--- config.mk ---
export PLATFORM = sky130hd
export DESIGN_NAME = bcrc_engine
export DESIGN_NICKNAME = d
export VERILOG_FILES = /design/src/rtl/bcrc_fifo.sv /design/src/rtl/bcrc_pkg.sv /design/src/rtl/byte_crc16_engine.sv
export SDC_FILE = /design/constraint.sdc
export NUM_CORES = 1
export LEC_CHECK = 0
export BUFFER_PORTS_ARGS = -buffer_cell sky130_fd_sc_hd__buf_2
export CORE_MARGIN = 1
export CORE_UTILIZATION = 50
export DETAILED_ROUTE_END_ITERATION = 12
export GPL_TIMING_DRIVEN = 1
export MAX_ROUTING_LAYER = met4
export PLACE_DENSITY = 0.67
export SETUP_SLACK_MARGIN = 0.1
export SLEW_MARGIN = 5
export SYNTH_ARGS = -nofsm -noshare
export SYNTH_HDL_FRONTEND = slang
export SYNTH_HIERARCHICAL = 1
export SYNTH_SLANG_ARGS = --single-unit
--- constraint.sdc ---
create_clock -name ref_clk -period 4.9 [get_ports ref_clk]
set_input_delay 0.735 -clock ref_clk [delete_from_list [all_inputs] [get_ports ref_clk]]
set_output_delay 0.735 -clock ref_clk [all_outputs]
set_load 0.03 [all_outputs]
--- src/rtl/bcrc_fifo.sv ---
// Holds no logic: the valid/ready FIFO module sits beside the engine in the engine's file

--- src/rtl/bcrc_pkg.sv ---
// Constants and carrier types for the byte CRC16 engine
// Operation
// - Remainder updates with CCITT-16 generator polynomial 0x1021 for every input byte, except one leaving the FIFO in a seed-load cycle, which is dropped.
// - Bytes are folded one at a time; 16-bit result held in a register.
// - Starting value is loaded before a run, either 0x0000 or 0xFFFF.
// - On request, flash is read autonomously over one or more 256-byte blocks.
package bcrc_pkg;
	localparam logic [15:0] CRC_POLY      = 16'h1021;
	localparam logic [15:0] SEED_ZERO     = 16'h0000;
	localparam logic [15:0] SEED_ONES     = 16'hffff;
	localparam int          BLOCK_BYTES   = 256;
	localparam int          FIFO_DEPTH    = 32;
	localparam int          BYTE_W        = 8;
	localparam int          FLASH_AW      = 16;
	localparam int          BLKCNT_W      = 8;

	typedef struct packed {
		logic [BYTE_W-1:0] data;
		logic              reverse;
	} bcrc_byte_t;

	typedef enum logic [2:0] {
		ST_IDLE = 3'h1,
		ST_REQ  = 3'h2,
		ST_WAIT = 3'h4
	} bcrc_state_t;
endpackage : bcrc_pkg

--- src/rtl/byte_crc16_engine.sv ---
// Byte CRC16 engine with software byte feed and autonomous flash scan
module bcrc_engine
	import bcrc_pkg::*;
(
	input  wire logic                ref_clk,     // 50 MHz system clock
	input  wire logic                rst,         // Async reset, active high
	input  wire logic                seedLoad,    // Pulse: load seed
	input  wire logic                seedOnes,    // Seed select: 1 = all ones
	input  wire logic                bitReverse,  // Reverse bits within byte
	input  wire logic [BYTE_W-1:0]   swData,      // Software byte
	input  wire logic                swValid,     // Software byte valid
	output logic                     swReady,     // Software byte accepted
	input  wire logic                autoStart,   // Pulse: start flash scan
	input  wire logic [FLASH_AW-9:0] autoBlock,   // First 256-byte block
	input  wire logic [BLKCNT_W-1:0] autoCount,   // Blocks minus one
	output logic                     autoBusy,    // Flash scan in progress
	output logic                     flashRd,     // Flash read strobe
	output logic [FLASH_AW-1:0]      flashAddr,   // Flash byte address
	input  wire logic [BYTE_W-1:0]   flashData,   // Flash read data
	input  wire logic                flashValid,  // Flash data returned
	output logic [15:0]              crcResult,   // Running checksum
	output logic                     crcIdle      // FIFO drained
);
	bcrc_state_t               st_ff, nxt_st;
	logic [FLASH_AW-1:0]       addr_ff, nxt_addr;
	logic [FLASH_AW-1:0]       endAddr_ff, nxt_endAddr;
	logic [15:0]               crc_ff, nxt_crc;
	bcrc_byte_t                fIn, fOut;
	logic                      fInValid, fInReady, fOutValid;
	logic                      scanTake, scanLast;

	function automatic logic [15:0] crcByte(input logic [15:0] c, input logic [7:0] d);
		logic [15:0] r;
		r = c ^ {d, 8'h00};
		for (int i = 0; i < 8; i++)
			r = r[15] ? ((r << 1) ^ CRC_POLY) : (r << 1);
		return r;
	endfunction : crcByte

	function automatic logic [7:0] revByte(input logic [7:0] d);
		logic [7:0] r;
		r = 8'h00;
		for (int i = 0; i < 8; i++)
			r[i] = d[7-i];
		return r;
	endfunction : revByte

	function automatic logic [FLASH_AW-1:0] blockBase(input logic [FLASH_AW-9:0] blk);
		return {blk, 8'h00};
	endfunction : blockBase

	// Flash bytes take priority; software stalls during a scan
	always_comb
	begin
		fIn.reverse = bitReverse;
		fIn.data    = autoBusy ? flashData : swData;
		// A stray strobe outside WAIT must not push a byte
		fInValid    = autoBusy ? ((st_ff == ST_WAIT) && flashValid) : swValid;
		swReady     = !autoBusy && fInReady;
	end

	// A returned byte is consumed only when the FIFO can take it
	always_comb
	begin
		scanTake = (st_ff == ST_WAIT) && flashValid && fInReady;
		scanLast = (addr_ff == endAddr_ff);
	end

	bcrc_fifo #(
		.WIDTH($bits(bcrc_byte_t)),
		.DEPTH(FIFO_DEPTH)
	) u_fifo (
		.ref_clk (ref_clk),
		.rst     (rst),
		.inData  (fIn),
		.inValid (fInValid),
		.inReady (fInReady),
		.outData (fOut),
		.outValid(fOutValid),
		.outReady(1'b1)
	);

	always_comb
	begin
		nxt_crc = crc_ff;
		if (fOutValid)
			nxt_crc = crcByte(crc_ff, fOut.reverse ? revByte(fOut.data) : fOut.data);
		// Seed wins over a byte folding in the same cycle
		if (seedLoad)
			nxt_crc = seedOnes ? SEED_ONES : SEED_ZERO;
	end

	// Scan issues one read at a time, only while the FIFO has room
	always_comb
	begin
		nxt_st      = st_ff;
		nxt_addr    = addr_ff;
		nxt_endAddr = endAddr_ff;
		case (st_ff)
			ST_IDLE:
			begin
				if (autoStart)
				begin
					nxt_addr    = blockBase(autoBlock);
					// End address wraps at the top of the 64 KB space
					nxt_endAddr = blockBase(autoBlock) + FLASH_AW'((32'(autoCount) + 1) * BLOCK_BYTES - 1);
					nxt_st      = ST_REQ;
				end
			end
			ST_REQ:
			begin
				if (fInReady)
					nxt_st = ST_WAIT;
			end
			ST_WAIT:
			begin
				if (scanTake)
				begin
					nxt_addr = addr_ff + 1'b1;
					nxt_st   = scanLast ? ST_IDLE : ST_REQ;
				end
			end
			default: nxt_st = ST_IDLE;
		endcase
	end

	// Scan state
	always_ff @(posedge ref_clk or posedge rst)
	begin
		if (rst)
		begin
			st_ff      <= ST_IDLE;
			addr_ff    <= '0;
			endAddr_ff <= '0;
		end
		else
		begin
			st_ff      <= nxt_st;
			addr_ff    <= nxt_addr;
			endAddr_ff <= nxt_endAddr;
		end
	end

	// Checksum state; reset value equals the zero seed
	always_ff @(posedge ref_clk or posedge rst)
	begin
		if (rst)
		begin
			crc_ff <= SEED_ZERO;
		end
		else
		begin
			crc_ff <= nxt_crc;
		end
	end

	assign autoBusy  = (st_ff != ST_IDLE);
	assign flashRd   = (st_ff == ST_REQ) && fInReady;
	assign flashAddr = addr_ff;
	assign crcResult = crc_ff;
	// Seed loads do not flush the FIFO, so software waits for this
	assign crcIdle   = !fOutValid && !autoBusy;
endmodule : bcrc_engine

// Parameterised valid/ready FIFO
module bcrc_fifo
	import bcrc_pkg::*;
#(
	parameter int WIDTH = 9,
	parameter int DEPTH = 32
)(
	input  wire logic             ref_clk,  // System clock
	input  wire logic             rst,      // Async reset
	input  wire logic [WIDTH-1:0] inData,   // Write data
	input  wire logic             inValid,  // Write valid
	output logic                  inReady,  // Not full
	output logic      [WIDTH-1:0] outData,  // Head data
	output logic                  outValid, // Not empty
	input  wire logic             outReady  // Read accept
);
	localparam int AW = $clog2(DEPTH);
	logic [WIDTH-1:0] mem [DEPTH];
	logic [AW-1:0]    wrPtr_ff, nxt_wrPtr, rdPtr_ff, nxt_rdPtr;
	logic [AW:0]      count_ff, nxt_count;
	logic             doWr, doRd;

	// Count is one bit wider than the pointers so full and empty differ
	always_comb
	begin
		inReady   = (count_ff != (AW+1)'(DEPTH));
		outValid  = (count_ff != '0);
		doWr      = inValid && inReady;
		doRd      = outValid && outReady;
		nxt_wrPtr = doWr ? wrPtr_ff + 1'b1 : wrPtr_ff;
		nxt_rdPtr = doRd ? rdPtr_ff + 1'b1 : rdPtr_ff;
		nxt_count = count_ff + (AW+1)'(doWr) - (AW+1)'(doRd);
	end

	always_ff @(posedge ref_clk or posedge rst)
	begin
		if (rst)
		begin
			wrPtr_ff <= '0;
			rdPtr_ff <= '0;
			count_ff <= '0;
		end
		else
		begin
			wrPtr_ff <= nxt_wrPtr;
			rdPtr_ff <= nxt_rdPtr;
			count_ff <= nxt_count;
		end
	end

	// Storage has no reset; validity is tracked by count
	always_ff @(posedge ref_clk)
	begin
		if (doWr)
			mem[wrPtr_ff] <= inData;
	end

	assign outData = mem[rdPtr_ff];
endmodule : bcrc_fifo

==> results of run 1 <==
[worst max-delay path, cell delays in order (launching register included)]
cell      delay, ns
dfrtp_4        0.93
mux4_2         0.60
a22o_1         0.24
a211oi_1       0.40
a21oi_1        0.33
mux2i_2        0.33
xor2_2         0.27
xnor2_1        0.19
nor4b_1        0.34
nor4_1         0.09
[cell type report]
| type | instances | area share (%) |
|---|---|---|
| Inverter | 39 | 0.850 |
| Timing Repair Buffer | 93 | 3.18 |
| Clock inverter | 20 | 0.967 |
| Sequential cell | 348 | 59.0 |
| Multi-Input combinational cell | 546 | 27.5 |
| Clock buffer | 46 | 5.69 |
| Tap cell | 390 | 2.83 |
[per-stage QoR]
stage               setup WS [ns]  power, mW  hold WS (ns)
floorplan                    1.64       7.78         0.458
global placement             1.07       8.85         0.483
detailed placement          0.975       8.96         0.479
CTS                          1.01       11.6         0.371
global route                0.636       12.1         0.415
finish                       1.02       11.5         0.350
[final timing paths]
check,endpoint,slack (ns),depth (start not counted)
hold reg to reg,endAddr_ff[11],0.50,2
hold / removal,u_fifo/count_ff[4],0.35,2
max in group asynchronous,crcResult[5],3.86,2
min in group ref_clk,endAddr_ff[11],0.50,2
setup / recovery,crcResult[8],1.02,9
setup reg to reg,crcResult[8],1.02,9
[routing by layer]
metal  vias up  share of wire, %
met4         0               2.1
met1      4416                46
met5         -                 0
met2       274                46
met3        42               5.6
li1       3959                 -
[flip-flops by register name, summed over array words and instances (netlist names)]
name	cells
u_fifo/rdPtr_ff	5
u_fifo/count_ff	6
u_fifo/mem	288
u_fifo/wrPtr_ff	5
crcResult	16
st_ff	3
endAddr_ff	9
flashAddr	16
[cells by family after synthesis]
| kind of cell | count (synthesis) |
|---|---|
| xor gates and xnor gates | 51 |
| other | 1 |
| muxes | 107 |
| adders and majority gates | 31 |
| and+or+nand+nor | 225 |
| AOI/OAI and AO/OA | 131 |
| DFF | 348 |
| buffers and inverters | 87 |
[where the power goes]
part / total [mW] / leakage (nW) / internal, mW / switching [mW]
Combinational: 4.50 / 2.35 / 1.86 / 2.64
Clock: 2.64 / 0.557 / 1.53 / 1.10
Sequential: 4.38 / 3.32 / 3.93 / 0.456
Total: 11.5 / 6.23 / 7.32 / 4.20
[cells in the final DEF (no fill, tap or decap), drive strengths merged, types with 19 or more instances in the layout]
master / netlist / final
buf: 25 / 93
xnor2: 35 / 35
mux2i: 52 / 52
mux4: 54 / 54
clkbuf: 21 / 46
ha: 29 / 29
a211oi: 21 / 21
edfxtp: 288 / 288
dfrtp: 59 / 59
nor2: 62 / 62
inv: 38 / 42
o21ai: 19 / 19
a21oi: 25 / 25
nand2: 66 / 66
==> insert_results.sql, run 1 <==
INSERT INTO impl_metrics (metric_group, metric, value, unit) VALUES
('global_route', 'grt_util_met2', '31.8', '%'),
('cts', 'postCtsHoldBufs', '0', ''),
('status', 'run_status', 'finished, final reports clean', ''),
('logic_synthesis', 'synth_cell_type_count', '79', ''),
('placement', 'numPlacedInstances', '1416', ''),
('logic_synthesis', 'ys_seq_elements', '348', ''),
('logic_synthesis', 'synth_async_sr_flop_share', '17.2', '%'),
('worst_setup_path', 'rr_startpoint', 'u_fifo/rdPtr_ff[0]', ''),
('sta', 'period_share', '79.1', '%'),
('logic_synthesis', 'synth.top_cells.by_count', 'edfxtp_1 (288), nand2_1 (66), nor2_1 (62)', ''),
('worst_setup_path', 'cp_launch_type', 'flip-flop', ''),
('logic_synthesis', 'mappedNetlistArea', '15400', 'sq um'),
('global_route', 'track_usage', '22.0', '%'),
('floorplan', 'pin_count', '76', ''),
('logic_synthesis', 'synth_top_family_by_area', 'multiplexers', ''),
('global_route', 'initial_antenna_violation_count', '0', ''),
('cells_and_area', 'layout.area.seq', '10200', 'sq um'),
('logic_synthesis', 'synthAdderAreaFrac', '2.62', '%'),
('cts', 'ctsHtreeMaxLevel', '2', ''),
('global_route', 'globalRoute.busiestLayer', 'met1', ''),
('logic_synthesis', 'yosys.area_share.xor_xnor', '3.10', '%'),
('cells_and_area', 'filler_cells', '2359', ''),
('sta', 'worst-slew-pin-transition', '1.21', 'ns'),
('cts', 'cts_tree', 'done', ''),
('logic_synthesis', 'synth_seq_area_share', '66.0', '%'),
('logic_synthesis', 'synth_compound_gate_area_share', '6.13', '%'),
('power_and_ir_drop', 'max-vdd-ir-drop', '0.501', 'mV'),
('logic_synthesis', 'yosysTopAreaCell', 'edfxtp_1', ''),
('worst_setup_path', 'cp_max_fo', '36', ''),
('global_route', 'grt_pass1_vias', '8330', ''),
('global_route', 'grt_first_pass_wirelength', '49700', 'um'),
('floorplan', 'starting_utilization_of_the_core_area', '51.3', '%'),
('sta', 'fin_worst_skew', '0.0180', 'ns'),
('sta', 'grt_setup_unrepaired', 'false', ''),
('global_route', 'grt.met3_usage', '2.85', '%'),
('global_route', 'gr_met1_demand_resource', '33.0', '%'),
('cells_and_area', 'final_core_utilization', '57.5', '%'),
('logic_synthesis', 'syn_avg_cell_area', '15.7', 'sq um'),
('placement', 'routabilityCongestion', '0.828', ''),
('cts', 'tritoncts.num_buffers', '37', ''),
('sta', 'hold_viol', '0', ''),
('logic_synthesis', 'netlist.area_leader.share', '56.3', '%'),
('cells_and_area', 'fraction_of_final_layout_cells_with_drive_strength_greater_than_1', '20.6', '%'),
('sta', 'max-slew-margin-rel', '19.3', '%'),
('floorplan', 'die_span_x', '177', 'um'),
('logic_synthesis', 'post_synth_main_area_contributors', 'edfxtp_1 (56%), dfrtp_1 (9.6%), mux4_2 (7.3%)', ''),
('logic_synthesis', 'synth-simple-area-share', '7.41', '%'),
('cts', 'postcts_setup_bufs', '0', ''),
('sta', 'fmax', '0.258', 'GHz'),
('logic_synthesis', 'yosys_warnings', '6', ''),
('cells_and_area', 'fin_nets', '1136', ''),
('route', 'detail_route.vias_per_cell', '5.86', ''),
('route', 'routed-via-count', '8691', ''),
('route', 'drt_iter0_markers', '943', ''),
('cells_and_area', 'fin_cells', '1482', ''),
('logic_synthesis', 'synth.mux.area_fraction', '11.5', '%'),
('route', 'drtPass1Iterations', '5', ''),
('cts', 'clock_sinks', '348', ''),
('power_and_ir_drop', 'total_leakage_power', '6.23', 'nW'),
('cells_and_area', 'multi_input_combinational_cell_area', '4730', 'sq um'),
('cts', 'ctsRootBufferMaster', 'clkbuf_16', ''),
('route', 'wl_per_cell', '22.0', 'um'),
('placement', 'detailed_place_hpwl', '20900', 'um'),
('cts', 'clk_latency', '0.51', 'ns'),
('worst_setup_path', 'worstPathRequired', '5.26', 'ns'),
('placement', 'buffer_ports.inserted', '75', ''),
('sta', 'fin_setup_tns', '0', 'ns'),
('worst_setup_path', 'endpoint_kind', 'flip-flop', ''),
('sta', 'timing.final.setup_violations', '0', ''),
('cells_and_area', 'postLayoutCellArea', '17200', 'sq um'),
('placement', 'placement.cell_area', '16100', 'sq um');
No activity file was read; power rests on OpenSTA's default activity.
==> run 2, diff against run 1 <==
--- a/config.mk
+++ b/config.mk
@@ -5,6 +5,7 @@
 export SDC_FILE = /design/constraint.sdc
 export NUM_CORES = 1
 export LEC_CHECK = 0
+export ABC_AREA = 1
 export BUFFER_PORTS_ARGS = -buffer_cell sky130_fd_sc_hd__buf_2
 export CORE_MARGIN = 1
 export CORE_UTILIZATION = 50
==> constraint.sdc (replaced) <==
create_clock -name ref_clk -period 3.7 [get_ports ref_clk]
set_input_delay 0.555 -clock ref_clk [delete_from_list [all_inputs] [get_ports ref_clk]]
set_output_delay 0.555 -clock ref_clk [all_outputs]
set_load 0.03 [all_outputs]
==> run 2 against run 1 <==
  * Flip-flop and latch count did not move
  * Clock power rose by 58%
  * Die area rose by 9.3%
  * Cell count rose by 62%
  * Register-to-register slack got worse by 0.41 ns
  * Critical path depth rose by 11
  * Sequential share of layout area fell by 6.1 points
  * Total power rose by 43%
  * Non-clock buffer count rose by 28
  * Global-route usage rose by 2.3 points
  * Clock-buffer cell count rose by 1
  * Critical path type unchanged
  * Critical endpoint is now crcResult[6]
  * Largest power group unchanged
==> insert_results.sql, run 2 <==
INSERT INTO impl_metrics (metric_group, metric, value, unit) VALUES
('status', 'run_status', 'finished, final reports clean', ''),
('power_and_ir_drop', 'seq_power_share', '33.2', '%'),
('logic_synthesis', 'synth.net_count', '1899', ''),
('route', 'wl_per_cell', '16.4', 'um'),
('cells_and_area', 'num_antenna_cells', '0', ''),
('route', 'drt_drc_violations_left', '0', ''),
('sta', 'hold_viol', '0', ''),
('power_and_ir_drop', 'clockPowerShare', '25.4', '%'),
('placement', 'numPlacedInstances', '2323', ''),
('logic_synthesis', 'synth_top_family_by_area', 'simple AND/OR/NAND/NOR gates', ''),
('global_route', 'globalRouteOverflowTotal', '0', ''),
('logic_synthesis', 'yosys_warnings', '6', ''),
('worst_setup_path', 'endpoint_kind', 'flip-flop', ''),
('cts', 'tritoncts.num_buffers', '39', ''),
('worst_setup_path', 'arrival', '3.50', 'ns'),
('global_route', 'initial_antenna_violation_count', '0', ''),
('power_and_ir_drop', 'internal-power', '9.71', 'mW'),
('sta', 'worst-slew-pin-transition', '0.941', 'ns'),
('logic_synthesis', 'ys_seq_elements', '348', ''),
('cts', 'max-clock-path-buffers', '3', ''),
('sta', 'timing.final.setup_violations', '0', ''),
('logic_synthesis', 'synth_seq_area_share', '60.4', '%'),
('logic_synthesis', 'synth_async_sr_flop_share', '17.2', '%'),
('cells_and_area', 'fin_nets', '1993', ''),
('sta', 'period_share', '83.4', '%'),
('logic_synthesis', 'yosysTopAreaCell', 'edfxtp_1', ''),
('logic_synthesis', 'synth-simple-area-share', '24.4', '%'),
('power_and_ir_drop', 'power.switching', '6.74', 'mW'),
('worst_setup_path', 'cp_max_fo', '155', ''),
('power_and_ir_drop', 'netSwitchingFraction', '41.0', '%'),
('sta', 'max-slew-margin-rel', '37.3', '%'),
('cts', 'ctsRootBufferMaster', 'clkbuf_16', ''),
('route', 'detail-route-antenna-nets', '0', ''),
('cells_and_area', 'leading_cell_type_in_the_layout_fill_and_taps_excluded', 'nand2_1', ''),
('sta', 'fin_worst_skew', '0.0182', 'ns'),
('power_and_ir_drop', 'max-vdd-ir-drop', '0.733', 'mV'),
('worst_setup_path', 'rr_startpoint', 'u_fifo/rdPtr_ff[0]', ''),
('placement', 'routabilityCongestion', '0.884', ''),
('hold_path', 'min_delay_path_class', 'in2async', ''),
('cells_and_area', 'postLayoutCellArea', '19200', 'sq um'),
('global_route', 'grt_start_max_net_pins', '156', ''),
('sta', 'fmax', '0.324', 'GHz'),
('logic_synthesis', 'post_synth_main_area_contributors', 'edfxtp_1 (51%), nand2_1 (14%), dfrtp_1 (8.8%)', ''),
('cells_and_area', 'fraction_of_final_layout_cells_with_drive_strength_greater_than_1', '10.4', '%'),
('logic_synthesis', 'synth.mux.area_fraction', '0.0595', '%'),
('floorplan', 'rows', '66', ''),
('sta', 'grt_setup_unrepaired', 'false', ''),
('cells_and_area', 'layout_common_cells', 'nand2_1 (618), edfxtp_1 (288), inv_1 (254)', ''),
('cells_and_area', 'area_growth_syn_to_layout', '14.1', '%'),
('route', 'routed-via-count', '12500', ''),
('cts', 'cts.reportedPaths.clkPinSlew', '0.06', 'ns'),
('cts', 'clk_latency', '0.53', 'ns'),
('cts', 'cts_repair_resize_count', '0', ''),
('logic_synthesis', 'synth_compound_gate_area_share', '2.87', '%'),
('cts', 'clock_sinks', '348', ''),
('cells_and_area', 'filler_cells', '2765', ''),
('sta', 'min_period', '3.08', 'ns'),
('worst_setup_path', 'worstPathRequired', '4.12', 'ns'),
('cts', 'postcts_setup_bufs', '0', ''),
('floorplan', 'die_span_x', '185', 'um'),
('logic_synthesis', 'ys_dominant_reg_cell', 'edfxtp_1', ''),
('floorplan', 'chipHeight', '185', 'um'),
('floorplan', 'starting_utilization_of_the_core_area', '51.3', '%'),
('global_route', 'track_usage', '24.3', '%'),
('flow_run', 'max_cap_viol_count', '0', ''),
('logic_synthesis', 'synth_cell_type_count', '38', ''),
('logic_synthesis', 'mappedNetlistArea', '16800', 'sq um'),
('placement', 'detailed_place_hpwl', '24500', 'um'),
('route', 'drtPass1Iterations', '5', ''),
('cells_and_area', 'regMostFlops', 'u_fifo/mem', ''),
('route', 'finalWirelength', '39200', 'um'),
('logic_synthesis', 'synth-edff-count', '288', ''),
('logic_synthesis', 'synthAdderAreaFrac', '2.40', '%'),
('power_and_ir_drop', 'share_comb_of_total_power', '41.4', '%'),
('global_route', 'grt_pass1_vias', '11800', ''),
('route', 'drt_iter0_markers', '990', ''),
('power_and_ir_drop', 'power.density', '857', 'nW/um^2'),
('sta', 'finalMaxSlewViolations', '0', ''),
('logic_synthesis', 'post-synth-top-count-cell', 'nand2_1', ''),
('logic_synthesis', 'netlist_instances', '1828', ''),
('cells_and_area', 'fin_cells', '2395', ''),
('cts', 'ctsHtreeMaxLevel', '2', ''),
('global_route', 'grt_first_pass_wirelength', '62700', 'um'),
('logic_synthesis', 'syn_avg_cell_area', '9.20', 'sq um'),
('floorplan', 'die-area', '34400', 'sq um'),
('logic_synthesis', 'synth.top_cells.by_count', 'nand2_1 (618), edfxtp_1 (288), inv_1 (255)', ''),
('placement', 'buffer_ports.inserted', '75', ''),
('sta', 'fin_setup_tns', '0', 'ns'),
('floorplan', 'core', '32800', 'sq um'),
('worst_setup_path', 'critical_path_class', 'reg2reg', ''),
('logic_synthesis', 'yosys.area_share.xor_xnor', '1.98', '%'),
('worst_setup_path', 'cp_launch_type', 'flip-flop', ''),
('route', 'detail_route.vias_per_cell', '5.21', ''),
('power_and_ir_drop', 'total_leakage_power', '8.58', 'nW'),
('worst_setup_path', 'crit_start', 'u_fifo/rdPtr_ff[0]', ''),
('logic_synthesis', 'netlist.area_leader.share', '51.4', '%'),
('cts', 'postCtsHoldBufs', '0', ''),
('cts', 'cts_tree', 'done', ''),
('cells_and_area', 'largest_reg_flops', '288', ''),
('floorplan', 'pin_count', '76', ''),
('placement', 'placement.cell_area', '17800', 'sq um');
[run 2: cell count changes after synthesis, moves of 15 or more]
cell / change
nor2_1: +38
inv_1: +217
xnor2_1: -15
mux4_2: -50
nand2_1: +552
mux2i_1: -50
buf_2: +24
nand3_1: +230
[run 2: logic make-up after synthesis]
family	after synthesis
AOI/OAI and AO/OA	87
xor gates and xnor gates	38
adders and majority gates	31
buffers and inverters	333
DFF	348
muxes	1
other	1
and+or+nand+nor	989
[run 2: metrics by stage]
| stage | power [mW] | worst slack [ns] | util [%] | hold slack (ns) |
|---|---|---|---|---|
| finish | 16.5 | 0.616 | 58.5 | 0.148 |
| global route | 17.6 | 0.337 | 58.5 | 0.195 |
| CTS | 16.5 | 0.657 | 58.5 | 0.150 |
| detailed placement | 12.3 | 0.646 | 54.3 | 0.496 |
| global placement | 12.1 | 0.754 | 54.3 | 0.493 |
| floorplan | 10.3 | 1.05 | - | 0.465 |
[run 2: area by class of cell]
type	count	area [sq um]	share of cell area [%]
Clock buffer	47	1040	5.40
Clock inverter	25	365	1.90
Inverter	265	997	5.20
Multi-Input combinational cell	1147	5340	27.8
Sequential cell	348	10200	52.9
Tap cell	442	553	2.88
Timing Repair Buffer	121	746	3.89
[run 2: final timing paths]
| path | slack [ns] | cells past startpoint | end |
|---|---|---|---|
| setup / recovery | 0.62 | 20 | crcResult[6] |
| max in group asynchronous | 2.85 | 2 | crcResult[4] |
| hold reg to reg | 0.50 | 1 | u_fifo/count_ff[0] |
| hold / removal | 0.15 | 2 | u_fifo/count_ff[1] |
| min in group ref_clk | 0.26 | 4 | st_ff[0] |
| setup reg to reg | 0.62 | 20 | crcResult[6] |
[run 2: worst max-delay path: stages (launching register included)]
cell      delay, ns
dfrtp_4        0.44
buf_12         0.49
nand2_1        0.10
nand2_1        0.10
nand2_1        0.05
a21oi_1        0.18
nor2_1         0.06
nand2_1        0.09
nand2_1        0.09
inv_1          0.29
inv_2          0.17
nand2_1        0.13
nand2_1        0.08
nand2_1        0.07
nand2_1        0.09
nand2_1        0.07
nand2_1        0.08
nand2_1        0.11
nand3b_1       0.09
nand2_1        0.07
nand2_1        0.05
[run 2: power by group through the flow]
stage	registers, mW	clock network (mW)	logic (mW)
3_5_place_dp	5.53	0	6.75
5_1_grt	5.51	4.38	7.66
2_1_floorplan	5.70	0	4.61
3_3_place_gp	5.52	0	6.62
4_1_cts	5.46	4.24	6.78
6_report	5.46	4.18	6.80
[run 2: per-layer routing]
layer	GRT usage, %	vias up	share of wire [%]
met3	3.20	79	6.5
met4	7.87	0	2.8
met2	37.2	421	47
li1	-	6107	-
met1	33.6	5877	44
met5	-	-	0
